===== config.mk =====
export PLATFORM = sky130hd
export DESIGN_NAME = scrb_register_bank
export DESIGN_NICKNAME = d
export VERILOG_FILES = /design/src/rtl/scrb_pkg.sv /design/src/rtl/scrb_register_bank.sv
export SDC_FILE = /design/constraint.sdc
export NUM_CORES = 1
export LEC_CHECK = 0
export ABC_AREA = 1
export BUFFER_PORTS_ARGS = -buffer_cell sky130_fd_sc_hd__buf_2
export CAP_MARGIN = 5
export CORE_MARGIN = 4
export CORE_UTILIZATION = 40
export CTS_CLUSTER_DIAMETER = 150
export DETAILED_ROUTE_END_ITERATION = 7
export SLEW_MARGIN = 5
export SYNTH_ARGS = -nofsm -noshare
export SYNTH_HDL_FRONTEND = slang
export SYNTH_SLANG_ARGS = --single-unit

===== constraint.sdc =====
create_clock -name core_clk_i -period 2.1 [get_ports core_clk_i]
set_input_delay 0.21 -clock core_clk_i [delete_from_list [all_inputs] [get_ports core_clk_i]]
set_output_delay 0.21 -clock core_clk_i [all_outputs]
set_load 0.01 [all_outputs]

===== src/rtl/scrb_pkg.sv =====
`default_nettype none
package scrb_pkg;

  // ==========================================================================
  // Register field positions
  localparam int unsigned CFG_RES_HIGH_BIT = 7;
  localparam int unsigned CFG_SUPPLY_BIT   = 6;
  localparam int unsigned CFG_HEATER_BIT   = 2;
  localparam int unsigned CFG_RES_LOW_BIT  = 0;
  localparam int unsigned HTR_LEVEL_MSB    = 3;

  // ==========================================================================
  // Reset values
  localparam logic [7:0] CFG_RESET       = 8'h3A;
  localparam logic [7:0] HTR_RESET       = 8'h00;
  // Reserved positions of the configuration register always read as one
  localparam logic [7:0] CFG_RESERVED_BITS_MASK   = 8'h3A;

  // ==========================================================================
  // Serial framing
  localparam logic [3:0] BYTE_BITS       = 4'h8;
  localparam logic [3:0] LAST_TX_BIT     = 4'h7;

  typedef enum logic [3:0] {
    ST_IDLE,
    ST_ADDR,
    ST_ADDR_ACK,
    ST_CMD,
    ST_CMD_ACK,
    ST_WDATA,
    ST_WDATA_ACK,
    ST_RDATA,
    ST_MACK
  } scrb_state_type;

endpackage

`default_nettype wire


===== src/rtl/scrb_register_bank.sv =====
// Notes on behaviour
// The host writes no register other than the two configuration registers; reads elsewhere are undefined.
// Reserved bits of the configuration register read as one and ignore writes.
// The host should read a register first and write its reserved bits back unchanged.
// The supply-low flag is read-only; resolution and heater enable bits are read/write.
// The resolution selector is bit 7 (high) and bit 0 (low) of the configuration register.
// Bit 6 reads one while the supply sits in the low band, zero while it is adequate.
// Bit 2 of the configuration register switches the heater on (1) or off (0).
// The heater register holds a four-bit drive level in bits 3 to 0; bits 7 to 4 are reserved (the code stores them and reads them back as written).
// A write is start, address+W, write command, one data byte, stop, each byte acknowledged.
// A read is a read command, repeated start, address+R, one data byte, then NACK and stop.
// Distinct read and write command codes select each of the two registers.
`timescale 1ns/100ps
`default_nettype none

module scrb_register_bank
  import scrb_pkg::*;
#(
  parameter logic [6:0] DEV_ADDR   = 7'h2A,  // Arbitrary default
  parameter logic [7:0] CMD_WR_CFG = 8'hA1,  // Arbitrary default
  parameter logic [7:0] CMD_RD_CFG = 8'hA2,  // Arbitrary default
  parameter logic [7:0] CMD_WR_HTR = 8'hB1,  // Arbitrary default
  parameter logic [7:0] CMD_RD_HTR = 8'hB2   // Arbitrary default
) (
  // Clock and reset
  input  wire logic       core_clk_i,
  input  wire logic       rst_i,
  // Serial pins
  input  wire logic       scl_i,
  input  wire logic       sda_i,
  output logic            sda_o,
  output logic            sda_oe_o,
  // Supply monitor
  input  wire logic       supply_low_i,
  // Configuration outputs
  output logic [1:0]      conversion_resolution_sel_o,
  output logic            heater_on_o,
  output logic [3:0]      heater_level_o
);

  // ==========================================================================
  // Command decoding
  function automatic logic is_write_cmd(input logic [7:0] code);
    is_write_cmd = (code == CMD_WR_CFG) || (code == CMD_WR_HTR);
  endfunction

  function automatic logic is_known_cmd(input logic [7:0] code);
    is_known_cmd = is_write_cmd(code) || (code == CMD_RD_CFG) || (code == CMD_RD_HTR);
  endfunction

  // ==========================================================================
  // Pin synchronisers
  logic [1:0] scl_sync;
  logic [1:0] sda_sync;
  logic [1:0] supply_sync;
  logic       scl_prev;
  logic       sda_prev;

  always_ff @(posedge core_clk_i or posedge rst_i)
  begin
    if (rst_i)
    begin
      scl_sync    <= 2'h3;
      sda_sync    <= 2'h3;
      supply_sync <= 2'h0;
      scl_prev    <= 1'b1;
      sda_prev    <= 1'b1;
    end
    else
    begin
      scl_sync    <= {scl_sync[0], scl_i};
      sda_sync    <= {sda_sync[0], sda_i};
      supply_sync <= {supply_sync[0], supply_low_i};
      scl_prev    <= scl_sync[1];
      sda_prev    <= sda_sync[1];
    end
  end

  logic scl_rise;
  logic scl_fall;
  logic bus_start;
  logic bus_stop;

  assign scl_rise  = scl_sync[1] & ~scl_prev;
  assign scl_fall  = ~scl_sync[1] & scl_prev;
  // Start and stop are SDA edges while SCL stays high
  assign bus_start = scl_sync[1] & scl_prev & sda_prev & ~sda_sync[1];
  assign bus_stop  = scl_sync[1] & scl_prev & ~sda_prev & sda_sync[1];

  // ==========================================================================
  // Register storage
  logic       res_high;
  logic       res_low;
  logic       heater_on;
  logic [7:0] heater_reg;
  logic       next_res_high;
  logic       next_res_low;
  logic       next_heater_on;
  logic [7:0] next_heater_reg;
  logic [7:0] cfg_value;
  logic       do_write;
  logic       reg_sel;

  // Reserved bits are not stored, so no write can reach them
  assign cfg_value = CFG_RESERVED_BITS_MASK
                   | ({7'h00, res_high}    << CFG_RES_HIGH_BIT)
                   | ({7'h00, supply_sync[1]} << CFG_SUPPLY_BIT)
                   | ({7'h00, heater_on}   << CFG_HEATER_BIT)
                   | ({7'h00, res_low}     << CFG_RES_LOW_BIT);

  // ==========================================================================
  // Serial state machine
  scrb_state_type state;
  scrb_state_type next_state;
  logic [3:0]     bit_cnt;
  logic [3:0]     next_bit_cnt;
  logic [7:0]     shreg;
  logic [7:0]     next_shreg;
  logic           rw_bit;
  logic           next_rw_bit;
  logic           next_reg_sel;
  logic           wr_pending;
  logic           next_wr_pending;
  logic           sda_drive;
  logic           next_sda_drive;

  assign do_write = scl_fall && (state == ST_WDATA) && (bit_cnt == BYTE_BITS);

  always_comb
  begin
    next_state      = state;
    next_bit_cnt    = bit_cnt;
    next_shreg      = shreg;
    next_rw_bit     = rw_bit;
    next_reg_sel    = reg_sel;
    next_wr_pending = wr_pending;
    if (bus_start)
    begin
      next_state   = ST_ADDR;
      next_bit_cnt = 4'h0;
    end
    else if (bus_stop)
    begin
      next_state = ST_IDLE;
    end
    else if (scl_rise)
    begin
      if ((state == ST_ADDR || state == ST_CMD || state == ST_WDATA) && bit_cnt != BYTE_BITS)
      begin
        next_shreg   = {shreg[6:0], sda_sync[1]};
        next_bit_cnt = bit_cnt + 4'h1;
      end
    end
    else if (scl_fall)
    begin
      case (state)
        ST_ADDR:
          if (bit_cnt == BYTE_BITS)
          begin
            // A foreign address is left unanswered
            next_state  = (shreg[7:1] == DEV_ADDR) ? ST_ADDR_ACK : ST_IDLE;
            next_rw_bit = shreg[0];
          end
        ST_ADDR_ACK:
          begin
            next_bit_cnt = 4'h0;
            if (rw_bit)
            begin
              // One byte from the register the last accepted command, read or write, chose
              next_state = ST_RDATA;
              next_shreg = reg_sel ? heater_reg : cfg_value;
            end
            else
            begin
              next_state = ST_CMD;
            end
          end
        ST_CMD:
          if (bit_cnt == BYTE_BITS)
          begin
            if (is_known_cmd(shreg))
            begin
              next_state      = ST_CMD_ACK;
              next_wr_pending = is_write_cmd(shreg);
              next_reg_sel    = (shreg == CMD_WR_HTR) || (shreg == CMD_RD_HTR);
            end
            else
            begin
              next_state = ST_IDLE;
            end
          end
        ST_CMD_ACK:
          begin
            // A read command waits for the repeated start in idle
            next_state   = wr_pending ? ST_WDATA : ST_IDLE;
            next_bit_cnt = 4'h0;
          end
        ST_WDATA:
          if (bit_cnt == BYTE_BITS)
          begin
            next_state = ST_WDATA_ACK;
          end
        ST_RDATA:
          if (bit_cnt == LAST_TX_BIT)
          begin
            next_state = ST_MACK;
          end
          else
          begin
            next_shreg   = {shreg[6:0], 1'b1};
            next_bit_cnt = bit_cnt + 4'h1;
          end
        ST_WDATA_ACK,
        ST_MACK:
          next_state = ST_IDLE;  // No checksum byte follows
        default:
          next_state = state;
      endcase
    end
    next_sda_drive = (next_state == ST_ADDR_ACK) || (next_state == ST_CMD_ACK)
                   || (next_state == ST_WDATA_ACK)
                   || ((next_state == ST_RDATA) && !next_shreg[7]);
  end

  always_ff @(posedge core_clk_i or posedge rst_i)
  begin
    if (rst_i)
    begin
      state      <= ST_IDLE;
      bit_cnt    <= 4'h0;
      shreg      <= 8'h00;
      rw_bit     <= 1'b0;
      reg_sel    <= 1'b0;
      wr_pending <= 1'b0;
      sda_drive  <= 1'b0;
    end
    else
    begin
      state      <= next_state;
      bit_cnt    <= next_bit_cnt;
      shreg      <= next_shreg;
      rw_bit     <= next_rw_bit;
      reg_sel    <= next_reg_sel;
      wr_pending <= next_wr_pending;
      sda_drive  <= next_sda_drive;
    end
  end

  // ==========================================================================
  // Register update
  always_comb
  begin
    next_res_high   = res_high;
    next_res_low    = res_low;
    next_heater_on  = heater_on;
    next_heater_reg = heater_reg;
    if (do_write && !reg_sel)
    begin
      next_res_high  = shreg[CFG_RES_HIGH_BIT];
      next_res_low   = shreg[CFG_RES_LOW_BIT];
      next_heater_on = shreg[CFG_HEATER_BIT];
    end
    else if (do_write && reg_sel)
    begin
      next_heater_reg = shreg;
    end
  end

  always_ff @(posedge core_clk_i or posedge rst_i)
  begin
    if (rst_i)
    begin
      res_high   <= CFG_RESET[CFG_RES_HIGH_BIT];
      res_low    <= CFG_RESET[CFG_RES_LOW_BIT];
      heater_on  <= CFG_RESET[CFG_HEATER_BIT];
      heater_reg <= HTR_RESET;
    end
    else
    begin
      res_high   <= next_res_high;
      res_low    <= next_res_low;
      heater_on  <= next_heater_on;
      heater_reg <= next_heater_reg;
    end
  end

  // Open drain: the line is only ever pulled low
  assign sda_o                       = 1'b0;
  assign sda_oe_o                    = sda_drive;
  assign conversion_resolution_sel_o = {res_high, res_low};
  assign heater_on_o                 = heater_on;
  assign heater_level_o              = heater_reg[HTR_LEVEL_MSB:0];
endmodule // scrb_register_bank

`default_nettype wire


### Yosys cells after proc, flatten, opt, wreduce, memory -nomap -nowiden

Index checks and enable logic that the tools add are counted.

| word-level totals | value |
|---|---|
| ROM bits | 0 |
| latch bits | 0 |
| output and inout bits | 9 |
| input port bits | 5 |
| flip-flop bits (word level) | 39 |
| memories kept | 0 |
| RAM bits | 0 |

| operators by class | value |
|---|---|
| bitwise operators | 18 |
| shift-type cells | 0 |
| multipliers | 0 |
| muxes and demuxes | 29 |
| reduce and logical (&&, ||, !) cells | 28 |
| divide/modulo/power cells | 0 |
| add/subtract/negate cells | 1 |
| equal/unequal tests | 26 |
| $lt $le $gt $ge | 0 |

Operator list:

| kind | count |
|---|---|
| $mux 8 | 8 |
| $mux 4 | 14 |
| $eq 4x3->1 const B | 8 |
| $eq 8x8->1 const B | 4 |
| $pmux 4 s7 | 1 |
| $pmux 8 s2 | 1 |
| $reduce_and 7->1 | 2 |
| $eq 4x2->1 const B | 3 |
| $logic_or 1x1->1 | 9 |
| $mux 3 | 3 |
| $eq 4x4->1 const B | 2 |
| $ne 4x4->1 const B | 2 |
| $not 1->1 | 8 |
| $or 8x1->8 | 1 |
| $or 8x3->8 | 1 |
| $or 8x7->8 | 1 |
| $pmux 4 s2 | 1 |
| $and 1x1->1 | 7 |
| $eq 7x6->1 const B | 1 |
| $logic_and 1x1->1 | 6 |
| $ne 3x3->1 const B | 2 |
| $reduce_and 6->1 | 1 |
| $reduce_bool 3->1 | 2 |
| $reduce_and 5->1 | 1 |
| other kinds (11) | 13 |

### Depth between registers and ports, before layout

| depth | value |
|---|---|
| word-level depth | 15 |
| gate-level depth with buffers | 14 |
| mapped depth without buffers | 14 |

### Worst setup path before layout

Ideal clock, no wire load.

| timing path | value |
|---|---|
| path type | register -> register |
| from | register scl_prev |
| to | register sda_drive, in the netlist sda_oe_o |
| required time | 1.979 ns |
| slack | 0.261 ns |
| buffers on the path | 0 |
| library setup time | 0.121 ns |
| arrival time | 1.718 ns |
| cell stages (with the launch flop) | 13 |
| cells stage by stage | dfstp_2 -> inv_1 -> ha_1 -> inv_2 -> nand2_1 -> inv_1 -> nand2_1 -> nor2_2 -> nand2_1 -> nor2_1 -> nor2_2 -> o211ai_1 -> nand2_1 |

| between the ends | value |
|---|---|
| cells in the longest elaborated chain, start to end | 9 |

RTL lines:

| element | line | text |
|---|---|---|
| from (decl) | scrb_register_bank.sv:56 | `logic scl_prev;` |
| from (signal assigned) | scrb_register_bank.sv:74 | `scl_prev <= scl_sync[1];` |
| $and 1x1->1 (tied with other cells) | scrb_register_bank.sv:85 | `assign scl_fall = ~scl_sync[1] & scl_prev;` |
| $mux 4 (tied with other cells) | scrb_register_bank.sv:154 | `else if (scl_fall)` |
| $mux 4 / $and 1x1->1 (equally long branches) | scrb_register_bank.sv:146, scrb_register_bank.sv:88 |  |
| $mux 4 | scrb_register_bank.sv:142 | `else if (bus_stop)` |
| $mux 4 * | scrb_register_bank.sv:137 | `if (bus_start)` |
| net next_state[1] | scrb_register_bank.sv:114 | `scrb_state_type next_state;` |
| $eq 4x2->1 / $eq 4x3->1 (equally long branches) | scrb_register_bank.sv:220 | `next_sda_drive = (next_state == ST_ADDR_ACK) \|\| (next_state == ST_CMD_ACK)` |
| $logic_or 1x1->1 | scrb_register_bank.sv:220 |  |
| $logic_or 1x1->1 | scrb_register_bank.sv:221 | `\|\| (next_state == ST_WDATA_ACK)` |
| $logic_or 1x1->1 * | scrb_register_bank.sv:222 | `\|\| ((next_state == ST_RDATA) && !next_shreg[7]);` |
| net next_sda_drive | scrb_register_bank.sv:125 | `logic next_sda_drive;` |
| to (signal assigned) | scrb_register_bank.sv:245 | `sda_drive <= next_sda_drive;` |
| to (decl) | scrb_register_bank.sv:124 | `logic sda_drive;` |

Mark *: on every way through the listed nets, which the timed path passes. The rest lies on a longest branch. The select of a mux whose other input is x is not followed.
A chain may end at the register's enable or synchronous reset.

### Worst setup path after layout

Ends and elaborated chain as after synthesis.

==> impl_metrics.py <==
metrics = {
    "routing": {
        "drc_errors": 0,
        "ant_nets": 0,
        "drt_iter0_drc": 129,
        "vias": 1831,
        "drt-vias-per-instance": 4.88,
        "post_drt_wl_per_cell_um": 12.8,
        "dr.pass1.iters": 4,
        "routed_wl_um": 4800,
    },
    "power": {
        "switching_share": 0.379,
        "switchingPower_w": 0.000768,
        "power_w": 0.00203,
        "p_comb_frac": 0.309,
        "power.share.sequential": 0.439,
        "p_int_w": 0.00126,
        "power_density_nw_per_um2": 834,
        "ir_drop_mv": 0.397,
        "p_clk_frac": 0.252,
        "leakagePower_nw": 1.19,
    },
    "clock_tree": {
        "clockBufferDepth": 2,
        "cts_tree": "yes",
        "clockRootBuffer": "clkbuf_8",
        "numCtsBuffers": 5,
        "clk_pin_slew_ns": 0.08,
        "insertion_delay_ns": 0.30,
        "htree_levels": 2,
        "numClockSinks": 39,
    },
    "flow_run": {
        "max_cap_viol_count": 0,
    },
    "yosys": {
        "synthSimpleGateAreaFrac": 0.282,
        "synthAdderAreaFrac": 0.0343,
        "ys_warn_count": 0,
        "synth_seq_area_share": 0.449,
        "yosys_register_bits": 39,
        "synthesis.area_um2": 2190,
        "async_flop_share": 1.00,
        "syn_inst": 287,
        "synthMuxAreaShare": 0.00457,
        "synth_nets": 298,
        "synth_compound_area_frac": 0.118,
        "synth-edff-count": 0,
        "syn_area_per_cell_um2": 7.63,
        "yosysUniqueCellTypes": 32,
        "synth_top_family_by_area": "simple AND/OR/NAND/NOR gates",
        "synth_ff_type": "dfrtp_1",
        "synth_xor_area_frac": 0.00800,
    },
    "finish": {
        "antenna_cells": 0,
        "fillCellCount": 535,
        "fin_nets": 315,
        "drive_gt1_frac": 0.190,
        "syn2layout_area_growth_pct": 11.0,
    },
    "placement": {
        "gp_congestion": 0.837,
        "io_buffers": 12,
        "hpwlAfterDp_um": 3490,
    },
    "global_routing": {
        "grt_max_degree": 40,
        "grt_pass1_wl_um": 8270,
        "grtUsageTotal": 0.165,
        "gr-total-overflow": 0,
        "grt_pass1_vias": 1750,
        "antenna_found_initial": 0,
    },
    "sta": {
        "skew_ns": 0.0114,
        "tns_ns": 0,
        "min_period_ns": 1.88,
        "max_freq_ghz": 0.532,
        "slew_violations": 0,
        "setup_viol": 0,
        "rsz0062_at_grt": "false",
        "hold_viol_final": 0,
        "post-route-period-util": 0.895,
    },
    "floorplan": {
        "die_area_um2": 6720,
        "die_w_um": 82.0,
        "initial_utilization": 0.421,
        "coreArea_um2": 5200,
        "ios": 14,
        "fp.dieH_um": 82.0,
        "rows": 26,
    },
    "worst_setup_path": {
        "crit_arrival_ns": 2.07,
        "path_class": "flop to flop",
        "required_ns": 2.29,
        "reg2reg_setup_slack_ns": 0.22,
        "cp_max_fo": 5,
        "cp-start-kind": "flop",
        "critPathCaptureType": "flop",
    },
    "run_status": {
        "status": "complete, no violations",
    },
    "min_path": {
        "hp-class": "input port to asynchronous set/reset pin",
    },
}
==> stage by stage <==
| stage | hold slack [ns] | setup slack [ns] | utilization | cells | area [µm²] |
|---|---|---|---|---|---|
| after global placement | 0.315 | 0.147 | 0.440 | 362 | 2290 |
| after floorplan | 0.214 | 0.261 | - | 287 | 2190 |
| final | 0.0110 | 0.220 | 0.467 | 375 | 2430 |
| after detailed placement | 0.317 | 0.0988 | 0.440 | 362 | 2290 |
| after global routing | 0.00799 | 0.0187 | 0.467 | 375 | 2430 |
| after CTS | 0.00613 | 0.0858 | 0.461 | 372 | 2400 |
==> worst paths after layout <==
path / start / to / depth (start not counted)
max: scl_prev$_DFF_PP1_ / sda_oe_o$_DFF_PP0_ / 12
min: rst_i / sda_oe_o$_DFF_PP0_ / 3
max reg2reg: scl_prev$_DFF_PP1_ / sda_oe_o$_DFF_PP0_ / 12
min reg2reg: supply_sync[0]$_DFF_PP0_ / supply_sync[1]$_DFF_PP0_ / 0
max in group asynchronous: rst_i / scl_sync[0]$_DFF_PP1_ / 3
min in group core_clk_i: supply_low_i / supply_sync[0]$_DFF_PP0_ / 1
==> layout by cell type (no fill, tap or decap), types with 2 or more instances in the layout <==
master         Yosys  final
nand2_1           71     71
dfrtp_1           33     33
inv_1             33     32
nor2_1            28     28
nand3_1           22     22
o21ai_0           20     20
buf_2              1     12
o21ai_1            9      9
inv_2              7      8
nor2_2             8      7
buf_4              7      6
dfstp_2            6      6
o22ai_1            5      5
ha_1               6      5
clkbuf_8           0      5
a21oi_1            5      4
nand3_2            3      3
nand2_2            3      3
nand4_1            3      3
nor3_1             2      2
xor2_1             2      2
a21oi_2            1      2
o211ai_1           2      2
clkinvlp_4         0      2
dlygate4sd3_1      0      2
==> worst max-delay path: stages, from the launching register on <==
cell and delay, ns:
dfstp_2 0.56, inv_1 0.05, ha_2 0.19, inv_2 0.09, nand2_1 0.08, inv_2 0.09
nand2_1 0.10, nor2_4 0.13, nand3_1 0.10, nand2_1 0.09, inv_1 0.06, o211ai_1 0.17
nand2_1 0.07
==> power by group through the flow <==
stage | clock [W] | combinational, W | sequential [W]
after floorplan | 0 | 0.000492 | 0.000895
after global placement | 0 | 0.000609 | 0.000905
after detailed placement | 0 | 0.000608 | 0.000905
after CTS | 0.000533 | 0.000613 | 0.000891
after global routing | 0.000565 | 0.000723 | 0.000904
final | 0.000511 | 0.000626 | 0.000890
==> cell type report <==
class,instances,area (µm²),area share
clock buffer,5,68.8,0.0283
clock inverter,3,20.0,0.00823
timing repair buffer,20,125,0.0515
multi-input combinational,197,992,0.408
inverter,41,154,0.0633
tap,70,87.6,0.0360
sequential,39,983,0.405
==> cells in the mapped netlist (2+ instances only) <==
library cell,n,area (µm²)
nand3_1,22,110
nor2_1,28,105
o211ai_1,2,15.0
inv_1,33,124
ha_1,6,75.1
o22ai_1,5,31.3
nor2_2,8,50.1
buf_4,7,52.6
nand2_1,71,267
dfrtp_1,33,826
nand3_2,3,30.0
nor3_1,2,10.0
a21oi_1,5,25.0
nand4_1,3,18.8
o21ai_1,9,45.0
inv_2,7,26.3
nand2_2,3,18.8
xor2_1,2,17.5
o21ai_0,20,100
dfstp_2,6,158
==> timing repair <==
action,CTS,global route
setup buffers,0,3
resized for setup,0,4
endpoints found under the hold margin,2,0
setup endpoints to repair,0,2
hold buffers,2,0
==> routing by layer <==
| layer | track usage | part of all wire | routed length (µm) |
|---|---|---|---|
| met1 | 0.216 | 0.47 | 2260 |
| met2 | 0.259 | 0.46 | 2220 |
| met3 | 0.0384 | 0.047 | 225 |
| met4 | 0.0698 | 0.021 | 99 |
| met5 | 0 | 0 | 0 |
==> cell families (layout without fill, tap and decap cells) <==
group | count (synthesis) | after routing
xor gates and xnor gates | 2 | 2
muxes | 1 | 1
adders and majority gates | 6 | 6
buffers and inverters | 51 | 69
other | 1 | 1
AOI/OAI and AO/OA | 46 | 46
and+or+nand+nor | 141 | 141
DFF | 39 | 39
No activity file was read; power rests on OpenSTA's default activity.
